[config.mk]
export PLATFORM = sky130hd
export DESIGN_NAME = ext_irq_inputs
export DESIGN_NICKNAME = d
export VERILOG_FILES = /design/src/ext_irq_pkg.sv /design/src/pin_sync.sv /design/src/irq_channel.sv /design/src/ext_irq_inputs.sv
export SDC_FILE = /design/constraint.sdc
export NUM_CORES = 1
export LEC_CHECK = 0
export ABC_AREA = 1
export BUFFER_PORTS_ARGS = -buffer_cell sky130_fd_sc_hd__buf_2
export CAP_MARGIN = 15
export CORE_ASPECT_RATIO = 1.1
export CORE_MARGIN = 4
export CORE_UTILIZATION = 40
export CTS_CLUSTER_SIZE = 10
export DETAILED_ROUTE_END_ITERATION = 16
export PLACE_DENSITY = 0.7
export SETUP_SLACK_MARGIN = 0.4
export SLEW_MARGIN = 5
export SYNTH_ARGS = -nofsm -noshare
export SYNTH_HDL_FRONTEND = slang
export SYNTH_SLANG_ARGS = --single-unit
[constraint.sdc]
create_clock -name clock -period 2.35 [get_ports clock]
set_input_delay 0.47 -clock clock [delete_from_list [all_inputs] [get_ports clock]]
set_output_delay 0.47 -clock clock [all_outputs]
set_load 0.03 [all_outputs]
[src/ext_irq_pkg.sv]
// constants and types shared by the external interrupt input block
package ext_irq_pkg;

   // ----------------------------------------
   // register offsets
   // ----------------------------------------
   localparam logic [7:0] cfg_offset      = 8'hE4;
   localparam logic [7:0] timer_control_reg_offset     = 8'h88;
   localparam logic [7:0] irq_stat_offset = 8'hF0;
   localparam logic [7:0] irq_mask_offset = 8'hF1;

   // ----------------------------------------
   // field positions
   // ----------------------------------------
   localparam int cfg_sel0_lsb  = 0;
   localparam int cfg_pol0_bit  = 3;
   localparam int cfg_sel1_lsb  = 4;
   localparam int cfg_pol1_bit  = 7;
   localparam int timer_control_reg_it0_bit  = 0;
   localparam int timer_control_reg_ie0_bit  = 1;
   localparam int timer_control_reg_it1_bit  = 2;
   localparam int timer_control_reg_ie1_bit  = 3;
   localparam int sel_width     = 3;

   // ----------------------------------------
   // reset values and encodings
   // ----------------------------------------
   localparam logic [7:0] cfg_reset     = 8'h00;
   localparam logic       trig_edge     = 1'h1;
   localparam logic       pol_high      = 1'h1;

endpackage

[src/pin_sync.sv]
// two-flop synchroniser for port pins
`timescale 1ns/1ns
module pin_sync #(
   parameter int width = 8
) (
   input  wire logic             clock,     // system clock
   input  wire logic             sys_rst,   // sync reset
   input  wire logic             clk_en,    // clock enable
   input  wire logic [width-1:0] async_in,  // raw pins
   output logic      [width-1:0] sync_out   // synchronised pins
);
   logic [width-1:0] meta_reg;

   always_ff @(posedge clock) begin
      if (sys_rst) begin
         meta_reg <= '0;
         sync_out <= '0;
      end else if (clk_en) begin
         meta_reg <= async_in;
         sync_out <= meta_reg;
      end
   end
endmodule // pin_sync

[src/irq_channel.sv]
// one external interrupt channel: pin select, polarity, edge/level flag
`timescale 1ns/1ns
module irq_channel (
   input  wire logic       clock,      // system clock
   input  wire logic       sys_rst,    // sync reset
   input  wire logic       clk_en,     // clock enable
   input  wire logic [7:0] pins,       // synchronised port-0 pins
   input  wire logic [2:0] pin_select, // pin choice
   input  wire logic       polarity,   // 1 active high
   input  wire logic       trig_type,  // 1 edge, 0 level
   input  wire logic       vector_ack, // cpu vectors to this isr
   input  wire logic       sw_set,     // software writes flag to 1
   input  wire logic       sw_clr,     // software writes flag to 0
   output logic            pending,    // pending flag
   output logic            active_edge // one-cycle edge event
);
   logic active;
   logic active_prev_reg;
   logic edge_flag_reg;

   // pin picked by select, observed only
   assign active = pins[pin_select] == ext_irq_pkg::pol_high ? polarity : ~polarity;

   assign active_edge = active & ~active_prev_reg;

   always_ff @(posedge clock) begin
      if (sys_rst) begin
         // synced pins come out of reset low, so the default active-low input reads active
         // and would look like a fresh edge if the previous value started inactive
         active_prev_reg <= 1'h1;
      end else if (clk_en) begin
         active_prev_reg <= active;
      end
   end

   // set wins over clears
   always_ff @(posedge clock) begin
      if (sys_rst) begin
         edge_flag_reg <= 1'h0;
      end else if (clk_en) begin
         if (active_edge || sw_set) begin
            edge_flag_reg <= 1'h1;
         end else if (vector_ack || sw_clr) begin
            edge_flag_reg <= 1'h0;
         end
      end
   end

   assign pending = (trig_type == ext_irq_pkg::trig_edge) ? edge_flag_reg : active;
endmodule // irq_channel

[src/ext_irq_inputs.sv]
// external interrupt inputs block with register port
//
// The plain strobed port was chosen for this implementation.
`timescale 1ns/1ns
module ext_irq_inputs (
   input  wire logic       clock,        // 50 MHz system clock
   input  wire logic       sys_rst,      // sync reset, active high
   input  wire logic       clk_en,       // freezes state when low
   input  wire logic [7:0] port_zero,    // port-0 pins, asynchronous
   input  wire logic [7:0] reg_addr,     // register address
   input  wire logic [7:0] reg_wdata,    // write data
   input  wire logic       reg_wr,       // write strobe
   input  wire logic       reg_rd,       // read strobe
   input  wire logic       vector_zero,  // cpu vectors to input-zero isr
   input  wire logic       vector_one,   // cpu vectors to input-one isr
   output logic [7:0]      reg_rdata,    // read data, cycle after strobe
   output logic            irq_zero_pending, // flag to cpu
   output logic            irq_one_pending,  // flag to cpu
   output logic            irq_out       // masked status interrupt
);
   // ----------------------------------------
   // registers
   // ----------------------------------------
   logic [7:0] external_irq_config_reg;
   logic [7:0] timer_control_reg_reg;       // trigger bits 0 and 2 only
   logic [1:0] stat_reg;
   logic [1:0] mask_reg;
   logic [7:0] pins_sync;
   logic       pend0;
   logic       pend1;
   logic       edge0;
   logic       edge1;
   logic       wr_cfg;
   logic       wr_timer_control_reg;
   logic [1:0] ev;

   assign wr_cfg  = reg_wr && reg_addr == ext_irq_pkg::cfg_offset;
   assign wr_timer_control_reg = reg_wr && reg_addr == ext_irq_pkg::timer_control_reg_offset;

   pin_sync #(.width(8)) u_sync (
      .clock    (clock),
      .sys_rst  (sys_rst),
      .clk_en   (clk_en),
      .async_in (port_zero),
      .sync_out (pins_sync)
   );

   // ----------------------------------------
   // channels
   // ----------------------------------------
   irq_channel u_ch0 (
      .clock       (clock),
      .sys_rst     (sys_rst),
      .clk_en      (clk_en),
      .pins        (pins_sync),
      .pin_select  (external_irq_config_reg[ext_irq_pkg::cfg_sel0_lsb +: ext_irq_pkg::sel_width]),
      .polarity    (external_irq_config_reg[ext_irq_pkg::cfg_pol0_bit]),
      .trig_type   (timer_control_reg_reg[ext_irq_pkg::timer_control_reg_it0_bit]),
      .vector_ack  (vector_zero),
      .sw_set      (wr_timer_control_reg && reg_wdata[ext_irq_pkg::timer_control_reg_ie0_bit]),
      .sw_clr      (wr_timer_control_reg && !reg_wdata[ext_irq_pkg::timer_control_reg_ie0_bit]),
      .pending     (pend0),
      .active_edge (edge0)
   );

   irq_channel u_ch1 (
      .clock       (clock),
      .sys_rst     (sys_rst),
      .clk_en      (clk_en),
      .pins        (pins_sync),
      .pin_select  (external_irq_config_reg[ext_irq_pkg::cfg_sel1_lsb +: ext_irq_pkg::sel_width]),
      .polarity    (external_irq_config_reg[ext_irq_pkg::cfg_pol1_bit]),
      .trig_type   (timer_control_reg_reg[ext_irq_pkg::timer_control_reg_it1_bit]),
      .vector_ack  (vector_one),
      .sw_set      (wr_timer_control_reg && reg_wdata[ext_irq_pkg::timer_control_reg_ie1_bit]),
      .sw_clr      (wr_timer_control_reg && !reg_wdata[ext_irq_pkg::timer_control_reg_ie1_bit]),
      .pending     (pend1),
      .active_edge (edge1)
   );

   // ----------------------------------------
   // configuration writes
   // ----------------------------------------
   always_ff @(posedge clock) begin
      if (sys_rst) begin
         external_irq_config_reg <= ext_irq_pkg::cfg_reset;
      end else if (clk_en && wr_cfg) begin
         external_irq_config_reg <= reg_wdata;
      end
   end

   always_ff @(posedge clock) begin
      if (sys_rst) begin
         timer_control_reg_reg <= 8'h00;
      end else if (clk_en && wr_timer_control_reg) begin
         timer_control_reg_reg[ext_irq_pkg::timer_control_reg_it0_bit] <= reg_wdata[ext_irq_pkg::timer_control_reg_it0_bit];
         timer_control_reg_reg[ext_irq_pkg::timer_control_reg_it1_bit] <= reg_wdata[ext_irq_pkg::timer_control_reg_it1_bit];
      end
   end

   // ----------------------------------------
   // sticky status, mask, interrupt
   // ----------------------------------------
   assign ev = {edge1, edge0};

   always_ff @(posedge clock) begin
      if (sys_rst) begin
         stat_reg <= 2'h0;
      end else if (clk_en) begin
         if (reg_wr && reg_addr == ext_irq_pkg::irq_stat_offset) begin
            stat_reg <= (stat_reg & ~reg_wdata[1:0]) | ev;
         end else begin
            stat_reg <= stat_reg | ev;
         end
      end
   end

   always_ff @(posedge clock) begin
      if (sys_rst) begin
         mask_reg <= 2'h0;
      end else if (clk_en && reg_wr && reg_addr == ext_irq_pkg::irq_mask_offset) begin
         mask_reg <= reg_wdata[1:0];
      end
   end

   always_ff @(posedge clock) begin
      if (sys_rst) begin
         irq_out          <= 1'h0;
         irq_zero_pending <= 1'h0;
         irq_one_pending  <= 1'h0;
      end else if (clk_en) begin
         irq_out          <= |(stat_reg & mask_reg);
         irq_zero_pending <= pend0;
         irq_one_pending  <= pend1;
      end
   end

   // ----------------------------------------
   // read port
   // ----------------------------------------
   always_ff @(posedge clock) begin
      if (sys_rst) begin
         reg_rdata <= 8'h00;
      end else if (clk_en) begin
         reg_rdata <= 8'h00;
         if (reg_rd) begin
            unique case (reg_addr)
               ext_irq_pkg::cfg_offset:      reg_rdata <= external_irq_config_reg;
               ext_irq_pkg::timer_control_reg_offset:     reg_rdata <= {4'h0, pend1, timer_control_reg_reg[2], pend0,
                                                           timer_control_reg_reg[0]};
               ext_irq_pkg::irq_stat_offset: reg_rdata <= {6'h00, stat_reg};
               ext_irq_pkg::irq_mask_offset: reg_rdata <= {6'h00, mask_reg};
               default:                      reg_rdata <= 8'h00;
            endcase
         end
      end
   end
endmodule // ext_irq_inputs

# Word level (Yosys, flattened, before mapping)
# Cells that the tools add are included.
[op_classes] add_sub_neg=0 n_mul=0 n_div=0 magnitude_cmp=2 eq_ne=4 shifts=0 n_mux=15 n_bitwise=11 n_reduce_logical=22
[ops] operator="$eq A8 B8 Y1 const B" count=4
[ops] operator="$pmux W8 S4" count=1
[ops] operator="$logic_and A1 B1 Y1" count=11
[ops] operator="$mux W1" count=10
[ops] operator="$lt A3 B4 Y1 const B" count=2
[ops] operator="$mux W8" count=1
[ops] operator="$bmux W1 S3" count=2
[ops] operator="$and A2 B2 Y2" count=2
[ops] operator="$logic_or A1 B1 Y1" count=4
[ops] operator="$not A1 Y1" count=4
[ops] operator="$or A2 B2 Y2" count=2
[ops] operator="$reduce_and A2 Y1" count=2
[ops] operator="$reduce_bool A2 Y1" count=2
[ops] operator="$and A1 B1 Y1" count=2
[ops] operator="$logic_not A1 Y1" count=2
[ops] operator="$mux W2" count=1
[ops] operator="$not A2 Y2" count=1
[ops] operator="$reduce_or A2 Y1" count=1
[totals] ff_bits=45 latch_bits=0 ram_bits=0 rom_bits=0 in_bits=31 n_memories=0

# Longest topological paths before layout
[depth] word_depth=7 depth_mapped=11 depth_no_buf=11

# Hierarchy
# A second synthesis with hierarchy kept.
[hier_totals] hier_cells=376 hier_area_um2=2389.8
[modules_own_cells] module="ext_irq_inputs" instances=1 cells_per_inst=183 area_each_um2=1228.7
[modules_own_cells] module="pin_sync" instances=1 cells_per_inst=101 area_each_um2=670.6
[modules_own_cells] module="irq_channel" instances=2 cells_per_inst=46 area_each_um2=245.2

# Least setup slack after synthesis
# Ideal clock, no wire load.
[synth_timing] path_kind="input-to-reg" start="input reg_addr[0]" end="register external_irq_config_reg[0]" setup_ns=0.118 arrival_time_ns=1.262 setup_slack_ns=0.970 cell_stages=9 path_buffers=1 cell_sequence="inv_1 -> nand2_1 -> nor3_2 -> nand2_2 -> nor2_1 -> inv_1 -> buf_6 -> o21ai_1 -> a21oi_1"
[synth_via] elab_chain_len=3
[synth_lines] item="start, declared" line="ext_irq_inputs.sv:10" rtl="input wire logic [7:0] reg_addr,"
[synth_lines] item="$eq A8 B8 Y1" line="ext_irq_inputs.sv:37" rtl="assign wr_cfg = reg_wr && reg_addr == ext_irq_pkg::cfg_offset;"
[synth_lines] item="$logic_and A1 B1 Y1" line="ext_irq_inputs.sv:37"
[synth_lines] item="$logic_and A1 B1 Y1" line="ext_irq_inputs.sv:87" rtl="end else if (clk_en && wr_cfg) begin"
[synth_lines] item="end signal, assigned" line="ext_irq_inputs.sv:86" rtl="external_irq_config_reg <= ext_irq_pkg::cfg_reset;"
[synth_lines] item="end signal, assigned" line="ext_irq_inputs.sv:88" rtl="external_irq_config_reg <= reg_wdata;"
[synth_lines] item="end, declared" line="ext_irq_inputs.sv:24" rtl="logic [7:0] external_irq_config_reg;"
# No other way between the ends.
# A chain may end at the register's enable or synchronous reset.

# Worst setup path in the final report
[layout_timing] start="register external_irq_config_reg[4]" end="register irq_one_pending"
[layout_via] elab_chain_len=4
[layout_lines] item="$bmux W1 S3" line="irq_channel.sv:22" rtl="assign active = pins[pin_select] == ext_irq_pkg::pol_high ? polarity : ~polarity;"
[layout_lines] item="$mux W1 (not written as such)" line="irq_channel.sv:22"
[layout_lines] item="$mux W1" line="irq_channel.sv:22"
[layout_lines] item="$mux W1" line="irq_channel.sv:49" rtl="assign pending = (trig_type == ext_irq_pkg::trig_edge) ? edge_flag_reg : active;"
[layout_lines] item="end signal, assigned" line="ext_irq_inputs.sv:134" rtl="irq_one_pending <= pend1;"
[layout_lines] item="end, declared" line="ext_irq_inputs.sv:18" rtl="output logic irq_one_pending,"
# No other way between the ends. The select of a mux whose other input is x is not followed.

==> flow_summary.json <==
{
  "async_reset_ff_share_pct": 0,
  "first_pass_iters": 5,
  "syn_to_final_growth_pct": 15.92,
  "routabilityCongestion": 0.9129,
  "synth_top_area_share_pct": 42.60,
  "synthTopCellsByCount": "nand2_1 (56), dfxtp_1 (45), inv_1 (43), a21oi_1 (33), o21ai_0 (31)",
  "drive_above_1_share_pct": 21.43,
  "cp-start-kind": "flip-flop",
  "wl_mm": 5.229,
  "synth_most_common_cell": "nand2_1",
  "regToRegSetupSlack_ps": 870,
  "finalMaxSlewViolations": 0,
  "cpPeakStageDelay_ps": 460,
  "clkLatencyLatePin_ps": 290,
  "die_h_um": 84.26,
  "finalClockSkew_ps": 2.765,
  "cp.depth": 11,
  "cap_violations": 0,
  "antenna_left": 0,
  "antenna_found_initial": 0,
  "wl_met2_mm": 2.321,
  "synth_seq_area_share_pct": 42.60,
  "synth_adder_area_share_pct": 0,
  "worst_pin_slew_ps": 396.2,
  "power_mw": 1.460,
  "ys_ff_latch": 45,
  "cts_tree": "built",
  "critPathMaxFanout": 6,
  "grt_overflow": 0,
  "path_cells": "inv_2, nand2_1, nand3_1, nand3_2, nand2_1, nand2_1, nand3_2, nand2_1, nand2_1, o211ai_1, inv_1",
  "cp.buffers_inverters": 2,
  "synth-warning-count": 0,
  "setup_violations": 0,
  "r2r_start": "external_irq_config_reg[4]",
  "startpoint": "external_irq_config_reg[4]",
  "critPathSlowestCell": "dfxtp_1",
  "drtIter0Drc": 175,
  "synth-xor-area-share_pct": 0,
  "clock-sinks": 45,
  "hold_viol": 0,
  "io_pins": 42,
  "cts.root.buffer_cell": "clkbuf_8",
  "synth-simple-area-share_pct": 26.15,
  "synthFlopType": "dfxtp_1",
  "clk_pin_slew_ps": 80,
  "cts_resized": 0,
  "grt_usage_pct": 16.42,
  "cp-endpoint": "irq_one_pending",
  "period_share_pct": 62.86,
  "synth_area_per_cell_um2": 7.120,
  "grt_pass1_vias": 1925,
  "wl_per_cell_um": 13.27,
  "die-area_um2": 6515,
  "met3_length_um": 229,
  "diodes": 0,
  "synth_top_family_by_area": "simple AND/OR/NAND/NOR gates",
  "dp_cells": 386,
  "fin_cells": 394,
  "worstSetupEndpointType": "flip-flop",
  "numCtsBuffers": 5,
  "postCtsSetupRepairBufs": 0,
  "nFillCells": 536,
  "synth_area_leader_cell": "dfxtp_1",
  "worstPathRequired_ps": 2540,
  "io_buffers": 41,
  "p_leak_nw": 1.110,
  "status": "complete, no violations",
  "vdd_drop_max_mv": 0.3753,
  "cp_common_cell": "nand2_1",
  "ctsHoldBuffers": 0,
  "synth_compound_area_share_pct": 20.18,
  "netlist_area_um2": 2115,
  "grt_max_degree": 31,
  "min_period_ps": 1477,
  "min_path_type": "primary input to flip-flop",
  "ys_types": 29,
  "synthMuxAreaShare_pct": 0,
  "criticalPathCategory": "flip-flop to flip-flop",
  "critPathArrivalTime_ps": 1670,
  "synth-edff-count": 0,
  "die_x_um": 77.33,
  "timing.fmax_mhz": 677.0,
  "layout.nets": 366,
  "wl_met1_mm": 2.544,
  "via_per_inst": 5.180,
  "clockBufferDepth": 2,
  "rows": 27,
  "r2r_end": "irq_one_pending",
  "crit_family": "simple AND/OR/NAND/NOR gates",
  "slew_headroom_pct": 73.56,
  "top_layer": "met4",
  "start_util_pct": 41.73,
  "design.core.area_um2": 5067,
  "ctsHtreeMaxLevel": 2,
  "dp_hpwl_mm": 3.904,
  "synthCells": 297,
  "synthTopCellsByArea": "dfxtp_1 (43%), nand2_1 (9.9%), a21oi_1 (7.8%)",
  "tns_ps": 0,
  "vias": 2041,
  "power_density_nw_per_um2": 595.6,
  "syn_nets": 328,
  "rsz0062_at_grt": "false",
  "reg2reg_depth": 11,
  "drt_drc_violations_left": 0,
  "grt_pass1_wl_mm": 8.804
}
-- tightest hold or removal path, stage by stage --
cell    delay, ps
buf_2          70
nor2_1         30
nor2_1         80
-- worst min-delay path by stage --
stage,to,from,depth (start not counted)
2_1_floorplan,u_ch1.active_prev_reg,u_ch1.active_prev_reg,1
3_3_place_gp,u_ch1.active_prev_reg,u_ch1.active_prev_reg,1
3_5_place_dp,reg_rdata[1],reg_rdata[1],2
4_1_cts,u_sync.meta_reg[6],port_zero[6],3
5_1_grt,u_sync.meta_reg[6],port_zero[6],3
6_report,u_sync.meta_reg[6],port_zero[6],3
-- layout make-up --
class                   instances  area, um2  area share, %
clock buffers                   6      82.58          3.369
clock inverters                 2      13.76         0.5615
inverters                      45      168.9          6.891
multi-input cells             195      979.7          39.97
flip-flops and latches         45      900.9          36.75
well taps                      58      72.57          2.961
repair buffers                 43      232.7          9.495
-- cells by family after synthesis --
| kind of cell | after synthesis |
|---|---|
| AOI/OAI and AO/OA | 78 |
| buffers and inverters | 57 |
| and+or+nand+nor | 117 |
| DFF | 45 |
-- where the power goes --
part,internal (mW),switching [mW]
Sequential,0.790,0.0103
Clock,0.239,0.263
Combinational,0.0582,0.101
Total,1.09,0.374
-- per-layer routing --
layer  vias to the layer above  global-route usage (%)
met5                         -                       0
met4                         0                   6.311
met3                        15                   2.468
met2                        66                   26.32
met1                       919                   22.21
li1                       1041                       -
-- per-stage QoR --
| stage | instance area, um2 | hold WS [ps] | util, % | setup WS [ps] |
|---|---|---|---|---|
| after global routing | 2451 | 405.5 | 48.37 | 709.7 |
| after CTS | 2451 | 395.7 | 48.37 | 867.5 |
| after floorplan | 2115 | 439.1 | - | 970.4 |
| final | 2451 | 397.2 | 48.37 | 872.9 |
| after detailed placement | 2355 | 453.0 | 46.47 | 649.4 |
| after global placement | 2355 | 446.5 | 46.47 | 685.5 |
-- cells in the final DEF (no fill, tap or decap) --
cell type	count
a41oi_2	1
inv_2	2
buf_2	41
inv_1	43
buf_12	1
a31oi_1	1
clkbuf_8	6
nor2_4	2
nor3_2	1
a21oi_2	2
dfxtp_1	45
a211o_1	1
nand2_2	3
nand2_1	56
a22o_1	1
nor3_1	5
buf_4	1
a21oi_1	33
clkinv_2	1
nor2_1	24
nand4_1	1
o21ai_1	3
or2_2	1
o211ai_1	2
o21ai_0	31
clkinv_4	1
o22ai_1	3
nand3_2	8
and2_4	1
nand3_1	15
Note: power is estimated with default switching activity, not from simulation.
